<file path="config.mk">
export PLATFORM = sky130hd
export DESIGN_NAME = nts_sequencer
export DESIGN_NICKNAME = d
export VERILOG_FILES = /design/src/hw/nts_pkg.sv /design/src/hw/nts_timer.sv /design/src/hw/nts_rate_detect.sv /design/src/hw/nts_sequencer.sv
export SDC_FILE = /design/constraint.sdc
export NUM_CORES = 1
export LEC_CHECK = 0
export BUFFER_PORTS_ARGS = -buffer_cell sky130_fd_sc_hd__buf_2
export CAP_MARGIN = 20
export CORE_MARGIN = 5
export CORE_UTILIZATION = 30
export CTS_CLUSTER_DIAMETER = 150
export DETAILED_ROUTE_END_ITERATION = 16
export GPL_TIMING_DRIVEN = 0
export PLACE_DENSITY = 0.54
export SLEW_MARGIN = 20
export SYNTH_ARGS = -nofsm -noshare
export SYNTH_HDL_FRONTEND = slang
export SYNTH_SLANG_ARGS = --single-unit
</file>
<file path="constraint.sdc">
create_clock -name clk_in -period 3.8 [get_ports clk_in]
set_clock_uncertainty 0.2 [all_clocks]
set_input_delay 0.76 -clock clk_in [delete_from_list [all_inputs] [get_ports clk_in]]
set_output_delay 0.76 -clock clk_in [all_outputs]
set_load 0.03 [all_outputs]
</file>
<file path="src/hw/nts_pkg.sv">
// package for the nfc active target sequencer: types, states and timing counts
package nts_pkg;
  localparam int RATE_W = 2;
  localparam int TMR_W = 16;
  localparam int GUARD_NS = 75000;
  localparam int CLK_NS = 5;
  localparam int GUARD_CYC = (GUARD_NS + CLK_NS - 1) / CLK_NS;
  localparam logic [RATE_W-1:0] RATE_RST = 2'h0;

  // interrupt flag bundle
  typedef struct packed {
    logic rx_start;
    logic rx_end;
    logic bit_rate_detected;
    logic ext_field_on;
    logic ext_field_off;
    logic collision_avoid_done;
    logic gp_timer;
    logic no_response;
  } nts_irq_t;

  // controller direct commands, one-cycle strobes
  typedef struct packed {
    logic go_normal;
    logic start_mask_rx;
    logic transmit;
  } nts_cmd_t;

  typedef enum logic [7:0] {
    ST_IDLE   = 8'h01,
    ST_RXWAIT = 8'h02,
    ST_RX     = 8'h04,
    ST_WOFF   = 8'h08,
    ST_CA     = 8'h10,
    ST_TX     = 8'h20,
    ST_HOLD   = 8'h40,
    ST_NORESP = 8'h80
  } nts_state_t;
endpackage : nts_pkg

</file>
<file path="src/hw/nts_timer.sv">
// one-shot down counter used for the guard, mask, hold and no-response waits
`timescale 1ns/1ps
`default_nettype none
module nts_timer import nts_pkg::*; #(
  parameter int W = TMR_W
) (
  input wire logic clk_in,          // system clock
  input wire logic rst_in,          // sync reset
  input wire logic start_in,        // load and run
  input wire logic stop_in,         // abandon count
  input wire logic [W-1:0] load_in, // cycles to wait
  output logic running_out,         // counting
  output logic expire_out           // one-cycle pulse at end
);
  logic [W-1:0] cnt_q;
  logic run_q;
  logic exp_q;

  // start wins over stop so a restart is never dropped
  always_ff @(posedge clk_in) begin
    if (rst_in) begin
      cnt_q <= '0;
      run_q <= 1'b0;
      exp_q <= 1'b0;
    end else if (start_in) begin
      cnt_q <= load_in;
      run_q <= 1'b1;
      exp_q <= 1'b0;
    end else if (stop_in) begin
      run_q <= 1'b0;
      exp_q <= 1'b0;
    end else if (run_q) begin
      exp_q <= (cnt_q <= W'(1));
      run_q <= (cnt_q > W'(1));
      cnt_q <= cnt_q - W'(1);
    end else begin
      exp_q <= 1'b0;
    end
  end

  assign running_out = run_q;
  assign expire_out = exp_q;
endmodule : nts_timer
`default_nettype wire

</file>
<file path="src/hw/nts_rate_detect.sv">
// bit-rate recogniser: counts cycles between the first two rising receiver edges
`timescale 1ns/1ps
`default_nettype none
module nts_rate_detect import nts_pkg::*; #(
  parameter int CW = 10,
  parameter logic [CW-1:0] TH_FAST = 10'h040, // below: 424 kbit/s
  parameter logic [CW-1:0] TH_MID = 10'h080   // below: 212, else 106
) (
  input wire logic clk_in,              // system clock
  input wire logic rst_in,              // sync reset
  input wire logic enable_in,           // run recogniser
  input wire logic rx_bit_in,           // receiver output
  output logic done_out,                // one-cycle pulse, rate known
  output logic [RATE_W-1:0] rate_out    // recognised rate code
);
  logic [CW-1:0] cnt_q;
  logic seen_q;
  logic prev_q;
  logic done_q;
  logic [RATE_W-1:0] rate_q;
  logic edge_w;

  assign edge_w = rx_bit_in & ~prev_q;

  // measure one symbol spacing; saturate so a stuck line still decides slowest rate
  always_ff @(posedge clk_in) begin
    if (rst_in || !enable_in) begin
      cnt_q <= '0;
      seen_q <= 1'b0;
      prev_q <= 1'b0;
      done_q <= 1'b0;
      rate_q <= RATE_RST;
    end else begin
      prev_q <= rx_bit_in;
      done_q <= 1'b0;
      if (edge_w && !seen_q) begin
        seen_q <= 1'b1;
        cnt_q <= '0;
      end else if (seen_q && (edge_w || &cnt_q)) begin
        seen_q <= 1'b0;
        done_q <= 1'b1;
        rate_q <= (cnt_q < TH_FAST) ? 2'h2 : (cnt_q < TH_MID) ? 2'h1 : 2'h0;
      end else if (seen_q) begin
        cnt_q <= cnt_q + CW'(1);
      end
    end
  end

  assign done_out = done_q;
  assign rate_out = rate_q;
endmodule : nts_rate_detect
`default_nettype wire

</file>
<file path="src/hw/nts_sequencer.sv">
// nfc active target sequencer top: rate detection, response loop, irq flags
// Notes on behaviour
// - frame start: irq, enable rate recogniser
// - rate known: irq, load detect display
// - response collision avoidance needs detected rate
// - frame to fifo, end-of-receive irq
// - go-normal copies rate, selects normal mode
// - field off: irq, auto response if enabled
// - first response uses count bits for n
// - no collision: field on, irq after guard
// - field off after reply, gp timer delay
// - after field off run no-response timer
// - field on: irq, mask timer, then receive
// - last reply: gp irq, controller clears control
// - target select enables field detector
// - no control bits: low-power peer threshold
// - first field on irq, controller starts mask
`timescale 1ns/1ps
`default_nettype none
module nts_sequencer import nts_pkg::*; #(
  parameter int GUARD_CYCLES = GUARD_CYC // above 4096, shortenable
) (
  input wire logic clk_in,                     // system clock 200 MHz
  input wire logic rst_in,                     // sync reset, active high
  input wire logic target_mode_select_in,      // target operation on
  input wire logic normal_mode_in,             // controller-written mode bit
  input wire logic [7:0] op_control_in,        // operation control bits
  input wire logic auto_response_collision_avoid_in, // auto response enable
  input wire logic response_ca_count_hi_in,    // n high bit
  input wire logic response_ca_count_lo_in,    // n low bit
  input wire logic [TMR_W-1:0] gp_time_in,     // end-of-message to field-off
  input wire logic [TMR_W-1:0] mask_rx_time_in, // mask-receive wait
  input wire logic [TMR_W-1:0] no_resp_time_in, // no-response wait
  input wire logic [TMR_W-1:0] ca_slot_time_in, // one collision slot
  input wire nts_cmd_t cmd_in,                 // direct command strobes
  input wire logic ext_field_in,               // field detector output
  input wire logic collision_in,               // field seen during avoidance
  input wire logic rx_bit_in,                  // receiver output
  input wire logic rx_frame_end_in,            // decoder frame end
  input wire logic [7:0] rx_byte_in,           // decoded byte
  input wire logic rx_byte_valid_in,           // decoded byte strobe
  input wire logic tx_done_in,                 // transmitter finished message
  input wire logic irq_read_in,                // status read strobe
  output logic field_detector_enable_out,      // detector active
  output logic peer_threshold_out,             // use peer detect threshold
  output logic low_power_out,                  // low-power initial mode
  output logic rate_detect_mode_out,           // in rate-detection mode
  output logic [RATE_W-1:0] rate_display_out,  // detected rate
  output logic [RATE_W-1:0] rate_def_out,      // bit-rate definition
  output logic field_on_out,                   // own field driven
  output logic [7:0] fifo_data_out,            // byte to fifo
  output logic fifo_we_out,                    // fifo write strobe
  output nts_irq_t irq_status_out,             // latched flags
  output logic irq_out                         // any flag pending
);
  nts_state_t st_q, st_d;
  nts_irq_t flags_q, ev_w;
  logic rate_known_q;
  logic [RATE_W-1:0] disp_q, def_q;
  logic normal_q;
  logic first_resp_q;
  logic [1:0] ca_left_q;
  logic field_q, field_prev_q;
  logic [7:0] fdata_q;
  logic fwe_q;
  logic rd_en_w, rd_done_w;
  logic [RATE_W-1:0] rd_rate_w;
  logic fon_w, foff_w;
  logic tmr_start_w, tmr_stop_w, tmr_exp_w, tmr_run_w;
  logic [TMR_W-1:0] tmr_load_w;
  logic rx_prev_q, rx_started_q, rx_rise_w;

  assign fon_w = ext_field_in & ~field_prev_q;
  assign foff_w = ~ext_field_in & field_prev_q;
  // receiver rise marks the start of a frame
  assign rx_rise_w = rx_bit_in & ~rx_prev_q;

  // field detector edge memory
  always_ff @(posedge clk_in) begin
    if (rst_in) begin
      field_prev_q <= 1'b0;
    end else begin
      field_prev_q <= ext_field_in;
    end
  end

  // receiver edge memory; resets low, the idle level of the receiver output,
  // so no false frame start follows reset
  always_ff @(posedge clk_in) begin
    if (rst_in) begin
      rx_prev_q <= 1'b0;
      rx_started_q <= 1'b0;
    end else begin
      rx_prev_q <= rx_bit_in;
      rx_started_q <= (st_q == ST_RX) && (rx_started_q || rx_rise_w);
    end
  end

  // detector and low-power outputs follow target select and the control bits; peer threshold drops in ST_CA, detect mode is the inverse of normal_q
  assign field_detector_enable_out = target_mode_select_in;
  assign low_power_out = target_mode_select_in && (op_control_in == 8'h00);
  assign peer_threshold_out = target_mode_select_in && st_q != ST_CA;
  assign rate_detect_mode_out = ~normal_q;

  // recogniser runs only from frame start in rate-detection mode
  assign rd_en_w = (st_q == ST_RX) && !normal_q && !rate_known_q;

  nts_rate_detect u_rate (
    .clk_in(clk_in),
    .rst_in(rst_in),
    .enable_in(rd_en_w),
    .rx_bit_in(rx_bit_in),
    .done_out(rd_done_w),
    .rate_out(rd_rate_w)
  );

  nts_timer u_tmr (
    .clk_in(clk_in),
    .rst_in(rst_in),
    .start_in(tmr_start_w),
    .stop_in(tmr_stop_w),
    .load_in(tmr_load_w),
    .running_out(tmr_run_w),
    .expire_out(tmr_exp_w)
  );

  // state transitions
  always_comb begin
    st_d = st_q;
    case (st_q)
      ST_IDLE: begin
        if (target_mode_select_in && fon_w) st_d = ST_RXWAIT;
      end
      ST_RXWAIT: begin
        if (tmr_exp_w) st_d = ST_RX;
      end
      ST_RX: begin
        if (rx_frame_end_in) st_d = ST_WOFF;
      end
      ST_WOFF: begin
        if (foff_w && auto_response_collision_avoid_in && rate_known_q) st_d = ST_CA;
        else if (foff_w) st_d = ST_IDLE;
      end
      ST_CA: begin
        if (collision_in) st_d = ST_IDLE;
        else if (tmr_exp_w && ca_left_q == 2'h0) st_d = ST_TX;
      end
      ST_TX: begin
        if (tx_done_in) st_d = ST_HOLD;
      end
      ST_HOLD: begin
        if (tmr_exp_w) st_d = ST_NORESP;
      end
      ST_NORESP: begin
        if (fon_w) st_d = ST_RXWAIT;
        else if (tmr_exp_w) st_d = ST_IDLE;
      end
      default: st_d = ST_IDLE;
    endcase
    if (!target_mode_select_in) st_d = ST_IDLE;
  end

  always_ff @(posedge clk_in) begin
    if (rst_in) begin
      st_q <= ST_IDLE;
    end else begin
      st_q <= st_d;
    end
  end

  // timer sharing: the states never need two waits at once
  always_comb begin
    tmr_start_w = 1'b0;
    tmr_load_w = mask_rx_time_in;
    if (st_q == ST_IDLE && cmd_in.start_mask_rx) begin
      tmr_start_w = 1'b1;
    end else if (st_q == ST_RXWAIT && cmd_in.start_mask_rx) begin
      tmr_start_w = 1'b1;
    end else if (st_q == ST_NORESP && fon_w) begin
      tmr_start_w = 1'b1;
    end else if (st_q == ST_WOFF && st_d == ST_CA) begin
      tmr_start_w = 1'b1;
      tmr_load_w = TMR_W'(GUARD_CYCLES);
    end else if (st_q == ST_CA && tmr_exp_w && ca_left_q != 2'h0) begin
      tmr_start_w = 1'b1;
      tmr_load_w = ca_slot_time_in;
    end else if (st_q == ST_TX && tx_done_in) begin
      tmr_start_w = 1'b1;
      tmr_load_w = gp_time_in;
    end else if (st_q == ST_HOLD && tmr_exp_w) begin
      tmr_start_w = 1'b1;
      tmr_load_w = no_resp_time_in;
    end
  end
  // leaving for idle abandons the running wait, unless a wait starts in that same cycle, since start wins
  assign tmr_stop_w = (st_d == ST_IDLE) && (st_q != ST_IDLE);

  // the start-mask command counts at the field edge and in receive wait;
  // a command in idle with no field edge to follow lets the wait run out unused,
  // so the controller simply repeats it once the field-on flag is seen

  // slot counter: n from the count bits on the first response only
  always_ff @(posedge clk_in) begin
    if (rst_in) begin
      ca_left_q <= 2'h0;
      first_resp_q <= 1'b1;
    end else if (st_q == ST_WOFF && st_d == ST_CA) begin
      ca_left_q <= first_resp_q ? {response_ca_count_hi_in, response_ca_count_lo_in} : 2'h0;
      first_resp_q <= 1'b0;
    end else if (st_q == ST_CA && tmr_exp_w && ca_left_q != 2'h0) begin
      ca_left_q <= ca_left_q - 2'h1;
    end else if (!target_mode_select_in) begin
      first_resp_q <= 1'b1;
    end
  end

  // own field: on after guard, off when the hold time ends
  always_ff @(posedge clk_in) begin
    if (rst_in) begin
      field_q <= 1'b0;
    end else if (st_q == ST_CA && st_d == ST_TX) begin
      field_q <= 1'b1;
    end else if (st_q == ST_HOLD && tmr_exp_w) begin
      field_q <= 1'b0;
    end else if (st_d == ST_IDLE) begin
      field_q <= 1'b0;
    end
  end
  assign field_on_out = field_q;

  // rate registers: display loaded by recogniser, definition by go-normal
  always_ff @(posedge clk_in) begin
    if (rst_in) begin
      disp_q <= RATE_RST;
      def_q <= RATE_RST;
      normal_q <= 1'b0;
      rate_known_q <= 1'b0;
    end else begin
      if (rd_done_w) begin
        disp_q <= rd_rate_w;
        rate_known_q <= 1'b1;
      end
      if (cmd_in.go_normal) begin
        def_q <= disp_q;
        normal_q <= 1'b1;
        rate_known_q <= 1'b1;
      end else if (!normal_mode_in && normal_q) begin
        normal_q <= 1'b0; // controller returned to rate detection
        rate_known_q <= 1'b0;
      end
    end
  end
  assign rate_display_out = disp_q;
  assign rate_def_out = def_q;

  // decoded bytes pass to the fifo registered
  always_ff @(posedge clk_in) begin
    if (rst_in) begin
      fdata_q <= 8'h00;
      fwe_q <= 1'b0;
    end else begin
      fwe_q <= rx_byte_valid_in && st_q == ST_RX;
      if (rx_byte_valid_in) fdata_q <= rx_byte_in;
    end
  end
  assign fifo_data_out = fdata_q;
  assign fifo_we_out = fwe_q;

  // event collection
  always_comb begin
    ev_w = '0;
    ev_w.rx_start = (st_q == ST_RX) && rx_rise_w && !rx_started_q;
    ev_w.rx_end = (st_q == ST_RX) && rx_frame_end_in;
    ev_w.bit_rate_detected = rd_done_w;
    ev_w.ext_field_on = target_mode_select_in && fon_w && (st_q == ST_IDLE || st_q == ST_NORESP);
    ev_w.ext_field_off = target_mode_select_in && foff_w && st_q == ST_WOFF;
    ev_w.collision_avoid_done = (st_q == ST_CA) && (st_d == ST_TX);
    ev_w.gp_timer = (st_q == ST_HOLD) && tmr_exp_w;
    ev_w.no_response = (st_q == ST_NORESP) && tmr_exp_w && !fon_w;
  end

  // sticky flags: a read clears, but a new event in that cycle survives
  always_ff @(posedge clk_in) begin
    if (rst_in) begin
      flags_q <= '0;
    end else if (irq_read_in) begin
      flags_q <= ev_w;
    end else begin
      flags_q <= flags_q | ev_w;
    end
  end
  // flag word and request line both come straight from the flag flops
  assign irq_status_out = flags_q;
  assign irq_out = |flags_q;
endmodule : nts_sequencer
`default_nettype wire

</file>
; ---- After elaboration in Yosys (flattened, before gate mapping)
; Cells that the tools add are included.
[word_totals]
mem_bits_rw = 0
latch_bits = 0
inputBits = 97
memories = 0
register_bits = 71
mem_bits_ro = 0
[op_classes]
div = 0
mux = 53
shifts = 0
multipliers = 0
n_eq_ne = 16
n_bitwise = 13
n_lt_le_gt_ge = 4
add_sub_neg = 3
n_reduce_logical = 59
[op_table]
columns = cell, count
row1 = $mux 16, 10
row2 = $mux 8, 13
row3 = $pmux 8 s8, 1
row4 = $logic_and 1x1->1, 31
row5 = $mux 1, 25
row6 = $eq 8x1->1 const B, 2
row7 = $eq 8x5->1 const B, 2
row8 = $eq 8x6->1 const B, 2
row9 = $gt 16x1->1 const B, 1
row10 = $le 16x1->1 const B, 1
row11 = $sub 16x1->16 const B, 1
row12 = $add 10x1->10 const B, 1
row13 = $lt 10x7->1 const B, 1
row14 = $lt 10x8->1 const B, 1
row15 = $reduce_and 10->1, 1
row16 = $reduce_bool 2->1, 5
row17 = $eq 8x2->1 const B, 1
row18 = $eq 8x3->1 const B, 1
row19 = $eq 8x4->1 const B, 1
row20 = $eq 8x7->1 const B, 1
row21 = $eq 8x8->1 const B, 1
row22 = $logic_not 8->1, 1
row23 = $mux 2, 4
row24 = $ne 8x1->1 const B, 1
row25 = other kinds (15), 39

; ---- Logic depth before layout (Yosys ltp)
[depth]
depth_word = 15
depth_mapped = 10
depth_no_buf = 9

; ---- Cells and area by module
; Synthesis repeated with hierarchy kept, for this count alone.
[unflattened]
cells_unflattened = 525
area_unflattened_um2 = 4331.7
[by_module_without_submodules]
columns = mod, cells_each, area_per_inst_um2, instances
row1 = nts_sequencer, 334, 2636.3, 1
row2 = nts_timer, 113, 994.7, 1
row3 = nts_rate_detect, 78, 700.7, 1

; ---- Worst setup path before layout
; Ideal clock, no wire load.
[synth_timing]
kind = input to output
start = input op_control_in[5]
end = output low_power_out
path_stages = 3
arrival_ns = 1.983
path_slack_ns = 0.857
cell_sequence = nor4_1 -> nand2_1 -> nor4_1
[synth_between]
elab_chain_len = 2
[synth_rtl]
columns = element, line_no
row1 = start: declaration, nts_sequencer.sv:27  ; input wire logic [7:0] op_control_in,
row2 = $logic_not 8->1, nts_sequencer.sv:101  ; assign low_power_out = target_mode_select_in && (op_control_in == 8'h00);
row3 = $logic_and 1x1->1, nts_sequencer.sv:101
row4 = end: declaration, nts_sequencer.sv:46  ; output logic low_power_out,
; No other way between the ends.

; ---- Worst setup path after layout
[layout_timing]
start = register st_q[7]
end = register u_tmr.cnt_q[2]
[layout_between]
elab_chain_len = 12
elab_cells_between_ends = 51
cone_classes = eq/ne (12) / mux (28) / reduce/logical (11)
[layout_rtl]
columns = element, line_no
row1 = start: declaration, nts_sequencer.sv:56  ; nts_state_t st_q, st_d;
row2 = start signal: assignment, nts_sequencer.sv:167  ; st_q <= st_d;
row3 = "$mux 8, on equally long branches", "nts_sequencer.sv:156, nts_sequencer.sv:142, nts_sequencer.sv:146"
row4 = "$mux 8, on equally long branches", "nts_sequencer.sv:155, nts_sequencer.sv:141, nts_sequencer.sv:145"
row5 = $pmux 8 s8, nts_sequencer.sv:130  ; case (st_q)
row6 = $mux 8, nts_sequencer.sv:160  ; if (!target_mode_select_in) st_d = ST_IDLE;
row7 = $eq 8x5->1, nts_sequencer.sv:181  ; end else if (st_q == ST_WOFF && st_d == ST_CA) begin
row8 = $logic_and 1x1->1, nts_sequencer.sv:181
row9 = $mux 1, nts_sequencer.sv:181
row10 = $mux 1, nts_sequencer.sv:179  ; end else if (st_q == ST_NORESP && fon_w) begin
row11 = $mux 1, nts_sequencer.sv:177  ; end else if (st_q == ST_RXWAIT && cmd_in.start_mask_rx) begin
row12 = $mux 1, nts_sequencer.sv:175  ; if (st_q == ST_IDLE && cmd_in.start_mask_rx) begin
row13 = $ne 2x2->1 (no line) / $reduce_bool 2->1 (equally long branches), --
row14 = $reduce_and 2->1 (no line), --
row15 = end signal: assignment, nts_timer.sv:26  ; cnt_q <= load_in;
row16 = end signal: assignment, nts_timer.sv:35  ; cnt_q <= cnt_q - W'(1);
row17 = end: declaration, nts_timer.sv:15  ; logic [W-1:0] cnt_q;
; Parallel ways exist; a longest one is shown, timed or not.
; A chain may end at the register's enable or synchronous reset.

==> flow_summary_export.csv <==
group,metric,value,unit
status,status,"finished, final reports clean",
cts,clockBufferDepth,2,
finish,final_util,39.7,%
sta,slew-limit-headroom,39.8,%
hold_path,min-delay-start,"irq_status_out[6]",
cts,cts_root_buf,"clkbuf_16",
worst_setup_path,cpPeakStageDelay,0.64,ns
yosys,syn_area,0.00386,mm^2
yosys,syn_nets,565,
global_route,grt_pass1_wl,19300,um
worst_setup_path,crit_slowest_cell,"a211oi_2",
cts,clk_latency,0.33,ns
detailed_routing,wirelength,12200,um
cts,cts_tree,"built",
sta,rsz0062_at_grt,"no",
yosys,netlist_instances,464,
yosys,synth.area.top_cells,"dfxtp_1, mux2i_1, nor2_1, a21oi_1, xor2_1",
sta,finalCritPeriodShare,88.0,%
floorplanning,die_h,123,um
sta,tightest_slew,0.895,ns
detailed_routing,via_per_inst,5.09,
worst_setup_path,crit_buf_inv,1,
floorplanning,die-area,0.0152,mm^2
sta,final_max_slew_viol_count,0,
global_route,track_usage,16.0,%
yosys,synth_edf_count,0,
yosys,ys_async_sr_fraction,0,%
detailed_routing,drc_errors,0,
worst_setup_path,cp-start-kind,"register",
yosys,ys_ff_latch,71,
yosys,yosysTopAreaCell,"dfxtp_1",
yosys,synth.top_cell.area_share,36.8,%
cts,clkSinkCount,71,
worst_setup_path,ff2ff_path_depth,7,
worst_setup_path,cp-startpoint,"st_q[7]",
finish,antenna_cells,0,
detailed_routing,ant_nets,0,
floorplanning,rows,41,
worst_setup_path,cp.required,3.79,ns
global_route,grt_max_degree,14,
floorplanning,core,0.0126,mm^2
floorplanning,initial_core_util,30.6,%
cts,post_cts_resized,0,
worst_setup_path,crit_chain,"nor4_4 > nand3_1 > a211oi_2 > nor4_1 > clkbuf_1 > a211oi_1 > a211oi_1",
cts,cts-buffers-inserted,9,
power,ir_drop,245,uV
worst_setup_path,critPathTopFamily,"compound AO/OA/AOI/OAI gates",
power,total_leakage_power,2.06,nW
worst_setup_path,path_depth,7,
worst_setup_path,worstPathArrival,3.33,ns
detailed_routing,num_vias,3933,
yosys,synth_common_cells,"dfxtp_1, nor2_1, a21oi_1, nand2_1, mux2i_1",
hold_path,hold_path_depth,2,
global_route,grt_antenna_before_repair,0,
worst_setup_path,reg2reg_from,"st_q[7]",
detailed_routing,wl_per_cell,15.8,um
placed_design,dp_hpwl,9590,um
global_route,overflow,0,
global_route,grt_pass1_vias,3859,
yosys,synth_cell_types,59,
sta,final.setup.tns,0,ns
worst_setup_path,criticalPathCategory,"register to register",
worst_setup_path,end_kind,"register",
cts,clk_transition_reported_paths,0.06,ns
floorplanning,ioPinCount,124,
sta,setup_viol,0,
detailed_routing,drt_iter0_markers,216,
sta,fmax,0.299,GHz
worst_setup_path,crit_top_cell,"a211oi_1",
finish,nets,697,
yosys,synth_flop_cell,"dfxtp_1",
finish,fill_cells,1306,
worst_setup_path,worstPathMaxFanout,10,
placed_design,port_buffers,121,
finish,syn2layout_area_growth,30.0,%
sta,timing.final.hold_violations,0,
power,power_density,395,mW/mm^2
job,cap_violations,0,
placed_design,gp_congestion,0.838,
cts,post_cts_buffers,0,
yosys,avgSynthCellArea,8.31,um^2
hold_path,hp-class,"register to register",
cts,htree_levels,3,
cts,hold_buffers,0,
sta,period_needed,3.34,ns
yosys,ys_warn_count,0,
finish,drive_above_1_share,25.5,%
yosys,yosysSeqAreaShare,36.8,%
detailed_routing,drt_pre_antenna_iters,4,
floorplanning,fp.dieW,123,um
## metrics by stage
step	cell area (um^2)	total power, mW	hold WS, ns	instances	setup WS, ns
final	5010	1.98	0.279	773	0.456
after global routing	5010	2.07	0.297	773	0.223
after CTS	5010	2.00	0.279	773	0.281
after detailed placement	4680	1.07	0.273	757	0.203
after global placement	4680	1.07	0.266	757	0.200
after floorplan	3860	0.962	0.254	464	0.857
## layer usage
layer / track usage (%) / vias to the layer above / share of wire [%]
met5: 0 / - / 0
met4: 3.53 / 0 / 1.0
met3: 3.80 / 9 / 6.1
met2: 28.0 / 113 / 49
met1: 19.9 / 1837 / 44
li1: - / 1974 / -
## where the power goes
group,internal [mW],switching (mW),leakage [nW],total [mW]
Clock,0.597,0.330,0.163,0.927
Sequential,0.772,0.0232,0.579,0.795
Combinational,0.110,0.151,1.32,0.261
## kinds of logic (layout without fill, tap and decap cells)
group / Yosys count / after routing / synth area share, %
buffers and inverters: 40 / 177 / 4.15
XOR/XNOR: 22 / 22 / 5.00
AND/OR/NAND/NOR: 178 / 178 / 23.5
adder cells (fa/ha/maj): 4 / 4 / 1.30
multiplexers: 29 / 29 / 7.59
flip-flops: 71 / 71 / 36.8
AO/OA/AOI/OAI: 120 / 120 / 21.6
## final timing paths
| check | to | slack, ns |
|---|---|---|
| max | u_tmr.cnt_q[2] | 0.46 |
| min | irq_status_out[6] | 0.28 |
| max reg2reg | u_tmr.cnt_q[2] | 0.46 |
| min reg2reg | irq_status_out[6] | 0.28 |
## flip-flops by register name, summed over array words and instances (netlist names), 2 cells and up
name and flops:
u_tmr.cnt_q 16, rate_display_out 2, rate_def_out 2, u_rate.rate_out 2, st_q 8, ca_left_q 2
u_rate.cnt_q 10, fifo_data_out 8, irq_status_out 8
## cells in the final DEF, fill, tap and decap left out, types with 6 or more instances in the layout
cell	instances
a21oi_1	38
nand2_1	32
dfxtp_1	71
clkbuf_16	9
mux2i_1	27
nor3_1	7
inv_1	15
xor2_1	19
a211oi_1	21
nor2_1	71
nand2b_1	10
nand3_1	13
o2111ai_1	11
o22ai_1	7
clkbuf_1	17
o21ai_0	6
nor2b_1	7
nor4_1	7
buf_2	126
## cell type report
cell class                 count  area, um^2  share of cell area (%)
clock inverter                 6        91.3                    1.82
clock buffer                  10         239                    4.77
tap                          172         215                    4.29
sequential                    71        1420                    28.3
timing repair buffer         121         606                    12.1
buffer                        25         104                    2.07
inverter                      15        56.3                    1.12
multi-input combinational    353        2280                    45.5
## tightest hold or removal path, cell delays in order (launching register included)
cell	delay, ns
dfxtp_1	0.32
nand2_1	0.06
a21oi_1	0.05
No activity file was read; power rests on OpenSTA's default activity.
